[config.mk]
export PLATFORM = sky130hd
export DESIGN_NAME = ddscr_top
export DESIGN_NICKNAME = d
export VERILOG_FILES = /design/src/hdl/ddscr_pkg.sv /design/src/hdl/ddscr_top.sv /design/src/hdl/ddscr_sync.sv /design/src/hdl/ddscr_buf.sv
export SDC_FILE = /design/constraint.sdc
export NUM_CORES = 1
export LEC_CHECK = 0
export ABC_AREA = 0
export BUFFER_PORTS_ARGS = -buffer_cell sky130_fd_sc_hd__buf_4
export CAP_MARGIN = 20
export CORE_ASPECT_RATIO = 0.8
export CORE_UTILIZATION = 38
export CTS_CLUSTER_DIAMETER = 100
export CTS_CLUSTER_SIZE = 8
export DETAILED_ROUTE_END_ITERATION = 10
export SETUP_SLACK_MARGIN = 0.3
export SKIP_LAST_GASP = 1
export SLEW_MARGIN = 10
export SYNTH_ARGS = -nofsm -noshare
export SYNTH_HDL_FRONTEND = slang
export SYNTH_SLANG_ARGS = --single-unit
[constraint.sdc]
create_clock -name ref_clk -period 3.3 [get_ports ref_clk]
set_input_delay 0.495 -clock ref_clk [delete_from_list [all_inputs] [get_ports ref_clk]]
set_output_delay 0.495 -clock ref_clk [all_outputs]
set_load 0.01 [all_outputs]
[src/hdl/ddscr_pkg.sv]
// Package of the synthesizer control register bank: offsets, masks, defaults.
// Assumes the host port and data pins are timed to ref_clk (the sync clock).
package ddscr_pkg;
  // ----------------------------------------
  // Map sizes and word indices
  // ----------------------------------------
  localparam logic [4:0] DDSCR_LAST_WORD = 5'h1B; // Top serial address
  localparam logic [6:0] DDSCR_LAST_BYTE = 7'h6F; // Top parallel address
  localparam logic [4:0] DDSCR_IDX_CTRL = 5'h00; // control_function_one
  localparam logic [4:0] DDSCR_IDX_PROF = 5'h1A; // profile_last_phase_amplitude
  localparam logic [4:0] DDSCR_IDX_USER = 5'h1B; // user_calibration_lock
  // ----------------------------------------
  // Control bit positions
  // ----------------------------------------
  localparam int DDSCR_BIT_PLL_CAL = 24; // pll_calibration_start
  localparam int DDSCR_BIT_STREAM = 17; // Parallel streaming enable
  localparam int DDSCR_BIT_SINE = 16; // Sine (1) or cosine (0)
  localparam int DDSCR_BIT_AUTOCLR = 13; // Phase accumulator autoclear
  localparam int DDSCR_BIT_CONV_CAL = 0; // Converter calibration enable (user)
  localparam int DDSCR_BIT_LOCK = 24; // PLL lock, read only (user)
  // ----------------------------------------
  // Writable masks and reset values
  // ----------------------------------------
  localparam logic [31:0] DDSCR_CTRL_MASK = 32'h0103_FBFF; // Open bits stay zero
  localparam logic [31:0] DDSCR_PROF_MASK = 32'h0FFF_FFFF; // Top nibble open
  localparam logic [31:0] DDSCR_USER_MASK = 32'h00FF_FF7F; // Reserved, open, lock
  localparam logic [31:0] DDSCR_CTRL_RST = 32'h0001_0000; // Sine selected
  localparam logic [31:0] DDSCR_PROF_RST = 32'h0000_0000;
  localparam logic [31:0] DDSCR_USER_RST = 32'h0000_0800; // Second byte 0x08
  // ----------------------------------------
  // Register select codes and stream destinations
  // ----------------------------------------
  typedef enum logic [1:0] {DDSCR_SEL_NONE, DDSCR_SEL_CTRL, DDSCR_SEL_PROF, DDSCR_SEL_USER} ddscr_sel_e;
  localparam logic [3:0] DDSCR_FSEL_FREQ = 4'h0; // function_select_pins codes
  localparam logic [3:0] DDSCR_FSEL_PHASE = 4'h1;
  localparam logic [3:0] DDSCR_FSEL_AMP = 4'h2;
  typedef enum logic [1:0] {DDSCR_DEST_FREQ, DDSCR_DEST_PHASE, DDSCR_DEST_AMP} ddscr_dest_e;
  // Host register access, one per cycle
  typedef struct packed {
    logic wr; // Write strobe
    logic rd; // Read strobe
    logic par_mode; // 1: byte address, 0: word address
    logic [6:0] addr; // Byte or word address
    logic [31:0] wdata; // Byte in [7:0] in parallel mode
  } ddscr_req_s;
  // Word headed for the synthesizer core
  typedef struct packed {
    ddscr_dest_e dest; // frequency_tuning_word, phase_offset_word, amplitude_word
    logic [31:0] data;
  } ddscr_word_s;
endpackage

[src/hdl/ddscr_top.sv]
// Control register bank of a direct digital synthesizer.
// Assumes the host port, parallel data pins and function_select_pins are
// timed to ref_clk; update, profile and lock pins are asynchronous.
//
// Contract
// - Writes staged, applied on update or profile
// - Serial addresses 0x00 to 0x1B decode
// - Parallel bytes 112, little-endian per word
// - Master reset restores every default value
// - Control bit 24 rising starts PLL calibration
// - Bit 17 low: port words on update
// - Bit 17 high: sample every edge
// - Bit 16 selects sine, default sine
// - Phase offset in bytes 0x68, 0x69
// - Amplitude scale twelve bits, 0x6A/0x6B
// - Autoclear resets accumulator on each update
`timescale 1ns/1ns
`default_nettype none
module ddscr_top
  import ddscr_pkg::*;
(
  input wire logic ref_clk,
  input wire logic rst,
  input wire logic ce,
  // Host register port
  input wire ddscr_req_s req,
  output logic [31:0] rdata,
  output logic rvalid,
  // Asynchronous pins
  input wire logic update_pin,
  input wire logic [2:0] profile_pins,
  input wire logic pll_lock_pin,
  // 32-bit parallel data port
  input wire logic [31:0] par_data,
  input wire logic [3:0] function_select_pins,
  output logic par_ready,
  // Words toward the synthesizer core
  output logic word_valid,
  input wire logic word_ready,
  output ddscr_word_s word_out,
  // Applied control state
  output logic sine_select,
  output logic stream_enable,
  output logic pll_cal_start,
  output logic phase_acc_clear,
  output logic conv_cal_enable,
  output logic [15:0] phase_offset_word,
  output logic [11:0] amplitude_word
);
  // ----------------------------------------
  // Declarations
  // ----------------------------------------
  logic [4:0] pins_s; // Filtered asynchronous pins
  logic upd_prev_r; // Update level last cycle
  logic [2:0] prof_prev_r; // Profile pins last cycle
  logic [31:0] ctrl_stage_r; // Written, not yet applied
  logic [31:0] prof_stage_r;
  logic [31:0] user_stage_r;
  logic [31:0] ctrl_act_r; // Applied copies
  logic [31:0] prof_act_r;
  logic [31:0] user_act_r;
  logic [31:0] rdata_r;
  logic rvalid_r;
  logic cal_r;
  logic aclr_r;
  logic push_valid;
  ddscr_word_s push_word;

  // ----------------------------------------
  // Address decode
  // ----------------------------------------
  // Shared by write and read paths
  function automatic ddscr_sel_e reg_sel(input logic [4:0] idx, input logic ok);
    ddscr_sel_e s;
    s = DDSCR_SEL_NONE;
    if (ok)
    begin
      case (idx)
        DDSCR_IDX_CTRL: s = DDSCR_SEL_CTRL;
        DDSCR_IDX_PROF: s = DDSCR_SEL_PROF;
        DDSCR_IDX_USER: s = DDSCR_SEL_USER;
        default: s = DDSCR_SEL_NONE;
      endcase
    end
    return s;
  endfunction

  wire ser_ok = (req.addr[6:5] == 2'b00) && (req.addr[4:0] <= DDSCR_LAST_WORD);
  wire par_ok = (req.addr <= DDSCR_LAST_BYTE);
  wire addr_ok = req.par_mode ? par_ok : ser_ok;
  // Four parallel bytes per serial word
  wire [4:0] word_idx = req.par_mode ? req.addr[6:2] : req.addr[4:0];
  wire [1:0] lane = req.addr[1:0];
  wire ddscr_sel_e sel = reg_sel(word_idx, addr_ok);
  // Lowest address holds least significant byte
  wire [31:0] lane_mask = 32'h0000_00FF << {lane, 3'b000};
  wire [31:0] byte_mask = req.par_mode ? lane_mask : 32'hFFFF_FFFF;
  wire [31:0] shifted_wd = req.par_mode ? ({24'h00_0000, req.wdata[7:0]} << {lane, 3'b000}) : req.wdata;
  wire do_wr = req.wr && ce;
  wire do_rd = req.rd && ce;
  // Merged write values; open bits are masked off
  // Open bits ignore writes
  wire [31:0] ctrl_wnew = ((ctrl_stage_r & ~byte_mask) | (shifted_wd & byte_mask)) & DDSCR_CTRL_MASK;
  // Phase offset low half, amplitude upper half
  wire [31:0] prof_wnew = ((prof_stage_r & ~byte_mask) | (shifted_wd & byte_mask)) & DDSCR_PROF_MASK;
  // Lock bit excluded from write mask
  wire [31:0] user_wnew = ((user_stage_r & ~byte_mask) | (shifted_wd & byte_mask)) & DDSCR_USER_MASK;

  // ----------------------------------------
  // Pin synchronisation and update event
  // ----------------------------------------
  ddscr_sync #(
    .WIDTH(5)
  ) u_sync (
    .ref_clk(ref_clk),
    .rst(rst),
    .ce(ce),
    .pin_in({pll_lock_pin, profile_pins, update_pin}),
    .sync_out(pins_s)
  );
  wire upd_s = pins_s[0];
  wire [2:0] prof_s = pins_s[3:1];
  wire lock_s = pins_s[4];
  // Update rise or any profile change
  wire apply_evt = ce && ((upd_s && !upd_prev_r) || (prof_s != prof_prev_r));

  // Edge detectors on filtered pins
  always_ff @(posedge ref_clk)
  begin
    if (rst)
    begin
      upd_prev_r <= 1'b0;
      prof_prev_r <= 3'b000;
    end
    else if (ce)
    begin
      upd_prev_r <= upd_s;
      prof_prev_r <= prof_s;
    end
  end

  // ----------------------------------------
  // Staging registers
  // ----------------------------------------
  // Host writes land here; nothing downstream sees them yet
  always_ff @(posedge ref_clk)
  begin
    if (rst)
    begin
      ctrl_stage_r <= DDSCR_CTRL_RST;
      prof_stage_r <= DDSCR_PROF_RST;
      user_stage_r <= DDSCR_USER_RST;
    end
    else if (do_wr)
    begin
      case (sel)
        DDSCR_SEL_CTRL: ctrl_stage_r <= ctrl_wnew;
        DDSCR_SEL_PROF: prof_stage_r <= prof_wnew;
        DDSCR_SEL_USER: user_stage_r <= user_wnew;
        default:
        begin
          // Words outside this bank are dropped
        end
      endcase
    end
  end

  // ----------------------------------------
  // Applied registers
  // ----------------------------------------
  // A write landing in the same cycle as the event waits for the next one;
  // the staged copy is what the event moves.
  always_ff @(posedge ref_clk)
  begin
    if (rst)
    begin
      ctrl_act_r <= DDSCR_CTRL_RST;
      prof_act_r <= DDSCR_PROF_RST;
      user_act_r <= DDSCR_USER_RST;
    end
    else if (apply_evt)
    begin
      ctrl_act_r <= ctrl_stage_r;
      prof_act_r <= prof_stage_r;
      user_act_r <= user_stage_r;
    end
  end

  // ----------------------------------------
  // Calibration start and accumulator clear
  // ----------------------------------------
  // Both are one-cycle pulses tied to the event
  always_ff @(posedge ref_clk)
  begin
    if (rst)
    begin
      cal_r <= 1'b0;
      aclr_r <= 1'b0;
    end
    else if (ce)
    begin
      // Fresh rise of bit 24 only
      // Bit held high gives no retrigger
      cal_r <= apply_evt && ctrl_stage_r[DDSCR_BIT_PLL_CAL] && !ctrl_act_r[DDSCR_BIT_PLL_CAL];
      aclr_r <= apply_evt && ctrl_stage_r[DDSCR_BIT_AUTOCLR];
    end
  end

  // ----------------------------------------
  // Read path
  // ----------------------------------------
  // Reads return the staged value so a host can verify before updating
  wire [31:0] lock_word = {7'h00, lock_s, 24'h00_0000};
  wire [31:0] rd_word =
    (sel == DDSCR_SEL_CTRL) ? ctrl_stage_r :
    (sel == DDSCR_SEL_PROF) ? prof_stage_r :
    (sel == DDSCR_SEL_USER) ? (user_stage_r | lock_word) : 32'h0000_0000;
  wire [31:0] rd_byte = {24'h00_0000, 8'((rd_word >> {lane, 3'b000}))};

  // Read data registered one cycle after the strobe
  always_ff @(posedge ref_clk)
  begin
    if (rst)
    begin
      rdata_r <= 32'h0000_0000;
      rvalid_r <= 1'b0;
    end
    else if (ce)
    begin
      rvalid_r <= do_rd;
      if (do_rd)
        rdata_r <= req.par_mode ? rd_byte : rd_word;
    end
  end

  // ----------------------------------------
  // Parallel data path
  // ----------------------------------------
  wire fsel_freq = (function_select_pins == DDSCR_FSEL_FREQ);
  wire fsel_phase = (function_select_pins == DDSCR_FSEL_PHASE);
  wire fsel_amp = (function_select_pins == DDSCR_FSEL_AMP);
  wire fsel_ok = fsel_freq || fsel_phase || fsel_amp;
  wire streaming = ctrl_act_r[DDSCR_BIT_STREAM];
  assign push_valid = fsel_ok && (streaming || apply_evt);
  assign push_word.dest = fsel_phase ? DDSCR_DEST_PHASE : (fsel_amp ? DDSCR_DEST_AMP : DDSCR_DEST_FREQ);
  assign push_word.data = par_data;

  // A stalled core fills the buffer; par_ready then tells the host to hold
  ddscr_buf u_buf (
    .ref_clk(ref_clk),
    .rst(rst),
    .ce(ce),
    .in_valid(push_valid),
    .in_ready(par_ready),
    .in_data(push_word),
    .out_valid(word_valid),
    .out_ready(word_ready),
    .out_data(word_out)
  );

  // ----------------------------------------
  // Outputs
  // ----------------------------------------
  assign rdata = rdata_r;
  assign rvalid = rvalid_r;
  assign sine_select = ctrl_act_r[DDSCR_BIT_SINE];
  assign stream_enable = streaming;
  assign pll_cal_start = cal_r;
  assign phase_acc_clear = aclr_r;
  // Host sets then clears this bit to run converter timing calibration
  assign conv_cal_enable = user_act_r[DDSCR_BIT_CONV_CAL];
  assign phase_offset_word = prof_act_r[15:0];
  assign amplitude_word = prof_act_r[27:16];
endmodule
`default_nettype wire

[src/hdl/ddscr_sync.sv]
// Three-stage pin synchronizer with agreement filter.
// Assumes inputs are asynchronous to ref_clk.
`timescale 1ns/1ns
`default_nettype none
module ddscr_sync
  import ddscr_pkg::*;
#(
  parameter int WIDTH = 1
)
(
  input wire logic ref_clk,
  input wire logic rst,
  input wire logic ce,
  input wire logic [WIDTH-1:0] pin_in,
  output logic [WIDTH-1:0] sync_out
);
  // Stage one is read only by stage two
  logic [WIDTH-1:0] st1_r;
  logic [WIDTH-1:0] st2_r;
  logic [WIDTH-1:0] st3_r;
  // ----------------------------------------
  // Per-bit chain; output moves once stages two and three agree
  // ----------------------------------------
  genvar gi;
  generate
    for (gi = 0; gi < WIDTH; gi = gi + 1)
    begin : g_bit
      always_ff @(posedge ref_clk)
      begin
        if (rst)
        begin
          st1_r[gi] <= 1'b0;
          st2_r[gi] <= 1'b0;
          st3_r[gi] <= 1'b0;
          sync_out[gi] <= 1'b0;
        end
        else if (ce)
        begin
          st1_r[gi] <= pin_in[gi];
          st2_r[gi] <= st1_r[gi];
          st3_r[gi] <= st2_r[gi];
          // Agreement rejects a single-cycle glitch
          if (st2_r[gi] == st3_r[gi])
            sync_out[gi] <= st3_r[gi];
        end
      end
    end
  endgenerate
endmodule
`default_nettype wire

[src/hdl/ddscr_buf.sv]
// Two-entry buffer with valid/ready on both sides.
// Assumes producer and consumer share ref_clk.
`timescale 1ns/1ns
`default_nettype none
module ddscr_buf
  import ddscr_pkg::*;
(
  input wire logic ref_clk,
  input wire logic rst,
  input wire logic ce,
  input wire logic in_valid,
  output logic in_ready,
  input wire ddscr_word_s in_data,
  output logic out_valid,
  input wire logic out_ready,
  output ddscr_word_s out_data
);
  // Storage and pointers
  ddscr_word_s mem_r [2];
  logic wp_r;
  logic rp_r;
  logic [1:0] cnt_r;
  wire push = in_valid && in_ready && ce;
  wire pop = out_valid && out_ready && ce;
  // Honest flags straight from the count
  assign in_ready = (cnt_r != 2'd2);
  assign out_valid = (cnt_r != 2'd0);
  // Head comes from a flop, never from the input
  assign out_data = mem_r[rp_r];
  // ----------------------------------------
  // Pointer and count update
  // ----------------------------------------
  always_ff @(posedge ref_clk)
  begin
    if (rst)
    begin
      wp_r <= 1'b0;
      rp_r <= 1'b0;
      cnt_r <= 2'd0;
    end
    else
    begin
      if (push)
        wp_r <= ~wp_r;
      if (pop)
        rp_r <= ~rp_r;
      cnt_r <= cnt_r + {1'b0, push} - {1'b0, pop};
    end
  end
  // Data array needs no reset
  always_ff @(posedge ref_clk)
  begin
    if (push)
      mem_r[wp_r] <= in_data;
  end
endmodule
`default_nettype wire

==> flow_metrics.py <==
metrics = {
    "run_status": {
        "outcome": "complete, no violations",
    },
    "drt": {
        "wl_um": 26900,
        "drc": 0,
        "avgViaCountPerCell": 5.28,
        "first_pass_iters": 5,
        "drt_iter0_markers": 614,
        "detail-route-antenna-nets": 0,
        "wire_per_inst_um": 18.7,
        "vias": 7586,
    },
    "worst_setup_path": {
        "worstPathMaxFanout": 35,
        "timing.rr.end": "u_buf.cnt_r[1]",
        "r2r-start": "u_sync.sync_out[2]",
        "cp.arrival_ps": 2890,
        "reg2reg_depth": 8,
        "required_ps": 3640,
        "worstSetupStartpointType": "primary input",
        "critPathKind": "in -> reg",
        "worst_setup_path_end_kind": "register",
        "rrSetupSlack_ps": 1110,
    },
    "synthesis": {
        "ys_top_cells_by_area": "dfxtp_1, edfxtp_1, mux2i_1",
        "synth_top_area_share": 0.341,
        "synth.area.mux_share": 0.116,
        "synth-edff-count": 68,
        "syn_area_um2": 9450,
        "ys_warn_count": 0,
        "synth_fa_ha_area_frac": 0.00265,
        "synth.distinct_cells": 59,
        "ys_seq_elements": 229,
        "syn_area_per_cell_um2": 10.1,
        "synth-main-ff-cell": "dfxtp_1",
        "synth_xor_xnor_area_share": 0.00556,
        "synth_top_family_by_area": "compound AO/OA/AOI/OAI gates",
        "synth_compound_area_frac": 0.143,
        "async_flop_share": 0,
        "syn_inst": 934,
        "yosysSeqAreaShare": 0.557,
        "synth_simple_gate_area_frac": 0.139,
        "synth_top_cell_by_area": "dfxtp_1",
    },
    "cts": {
        "clock-sinks": 229,
        "postCtsHoldBufs": 0,
        "ctsRootBufferMaster": "clkbuf_16",
        "clock_latency_ps": 500,
        "path_clk_slew_ps": 50,
        "numCtsBuffers": 34,
        "ctsResizeCount": 0,
        "cts_tree": "done",
        "htreeDepth": 2,
        "cts_setup_buffers": 0,
        "clockBufferDepth": 3,
    },
    "floorplan": {
        "die_x_um": 178,
        "initial_core_util": 0.387,
        "pin_count": 189,
        "dieArea_um2": 25500,
        "rows": 51,
        "coreArea_um2": 24400,
        "die_y_um": 143,
    },
    "place": {
        "dp_hpwl_um": 18800,
        "place_area_um2": 11100,
        "portBuffers": 180,
        "gp_congestion": 0.875,
    },
    "timing": {
        "rsz0062_at_grt": "false",
        "holdWs_ps": 188,
        "fmax_mhz": 392,
        "timing.slew.headroom": 0.366,
        "skew_ps": 14.3,
        "fin_crit_ps": 2550,
        "drv_slew": 0,
        "worst_pin_slew_ps": 948,
        "setup_viol": 0,
        "hold_violations": 0,
        "fin_tns_setup_ps": 0,
        "finalCritPeriodShare": 0.773,
    },
    "final_layout": {
        "area_growth_pct": 27.9,
        "stdcell_area_um2": 12100,
        "drive_above_1_share": 0.258,
        "layout.nets": 1197,
        "n_antenna_cell": 0,
    },
    "grt": {
        "grt_pass1_vias": 6827,
        "antenna_found_initial": 1,
        "grt_first_pass_wirelength_um": 40000,
        "grt_overflow": 0,
        "grt_usage": 0.205,
        "grt_max_degree": 78,
    },
    "job": {
        "cap_violations": 0,
    },
    "hold_path": {
        "min_path_cells": 1,
        "hold_path_end": "u_buf.mem_r[1][15]",
        "min_from": "par_data[15]",
        "min_path_type": "in -> reg",
    },
    "power": {
        "leakage_nw": 4.61,
        "ir_drop_uv": 296,
        "powerDensity_nw_per_um2": 525,
    },
}
critical path, cell delays in order:
cell and delay [ps]:
buf_4 340, clkinv_1 170, a41oi_1 350, or2_1 610, o21ai_0 300, a221oi_1 520, nor3_1 100
cells in the final DEF, fill, tap and decap left out, types with 3 or more instances in the layout:
| cell | instances |
|---|---|
| buf_4 | 202 |
| dfxtp_1 | 161 |
| nand2_1 | 132 |
| nor2_1 | 119 |
| mux2i_1 | 69 |
| edfxtp_1 | 68 |
| a21oi_1 | 58 |
| a211oi_1 | 41 |
| mux2_2 | 35 |
| clkbuf_16 | 35 |
| o21ai_0 | 31 |
| a2bb2oi_1 | 13 |
| nand3_1 | 13 |
| inv_1 | 12 |
| a22oi_1 | 11 |
| clkbuf_1 | 11 |
| nor3_1 | 8 |
| a221oi_1 | 8 |
| a21o_1 | 7 |
| nand2b_1 | 5 |
| o22ai_1 | 5 |
| a22o_1 | 5 |
| a21boi_0 | 4 |
| nor2b_1 | 4 |
| xor2_1 | 4 |
| conb_1 | 4 |
| or3_1 | 3 |
| nor3_2 | 3 |
| nor4_1 | 3 |
| o211ai_1 | 3 |
per-layer routing:
metal / part of all wire / GRT usage / vias to the layer above / wire [um]
li1: - / - / 3670 / -
met4: 0.018 / 0.0629 / 0 / 478
met1: 0.49 / 0.320 / 3618 / 13200
met3: 0.070 / 0.0357 / 43 / 1890
met2: 0.42 / 0.283 / 255 / 11400
met5: 0 / 0 / - / 0
power by group:
group	internal [mW]	switching [mW]	total (mW)	leakage, nW
combinational	0.136	0.201	0.337	2.25
sequential	2.91	0.0115	2.93	1.91
clock	1.91	1.17	3.08	0.453
worst max path at each step:
| stage | start | to | slack, ps |
|---|---|---|---|
| CTS | req[39] | rdata[4] | 880 |
| global placement | req[39] | rdata[4] | 420 |
| floorplan | ce | u_buf.mem_r[0][0] | 720 |
| global route | req[39] | rdata[6] | 730 |
| detailed placement | req[39] | rdata[4] | 370 |
| finish | req[39] | rdata[4] | 750 |
stage by stage:
stage / util / setup WS [ps] / power (mW) / std cells
floorplan: - / 723 / 3.15 / 937
global placement: 0.457 / 425 / 3.31 / 1390
detailed placement: 0.457 / 366 / 3.31 / 1390
CTS: 0.496 / 882 / 6.40 / 1438
global route: 0.496 / 725 / 6.57 / 1438
finish: 0.496 / 749 / 6.34 / 1438
area by class of cell:
cell class,count,area (um2)
Fill cell,2293,12300
Sequential cell,229,5270
Multi-Input combinational cell,626,3880
Timing Repair Buffer,204,1560
Clock buffer,46,917
Tap cell,318,398
Inverter,13,48.8
Clock inverter,2,13.8
cells by family after synthesis:
kind of cell	Yosys count
AOI/OAI and AO/OA	203
DFF	229
and+or+nand+nor	306
adders and majority gates	2
muxes	105
other	1
xor gates and xnor gates	6
buffers and inverters	82
synthesized netlist by cell type, drive strengths merged (3+ instances only):
| master | number |
|---|---|
| a211oi | 41 |
| a21boi | 5 |
| a21o | 7 |
| a21oi | 58 |
| a221oi | 8 |
| a22o | 5 |
| a22oi | 11 |
| a2bb2oi | 13 |
| buf | 18 |
| clkbuf | 51 |
| dfxtp | 161 |
| edfxtp | 68 |
| inv | 12 |
| mux2 | 35 |
| mux2i | 70 |
| nand2 | 132 |
| nand2b | 5 |
| nand3 | 13 |
| nor2 | 121 |
| nor2b | 4 |
| nor3 | 11 |
| nor4 | 6 |
| o211ai | 3 |
| o21ai | 33 |
| o22ai | 5 |
| or3 | 3 |
| xor2 | 4 |
No activity file was read; power rests on OpenSTA's default activity.
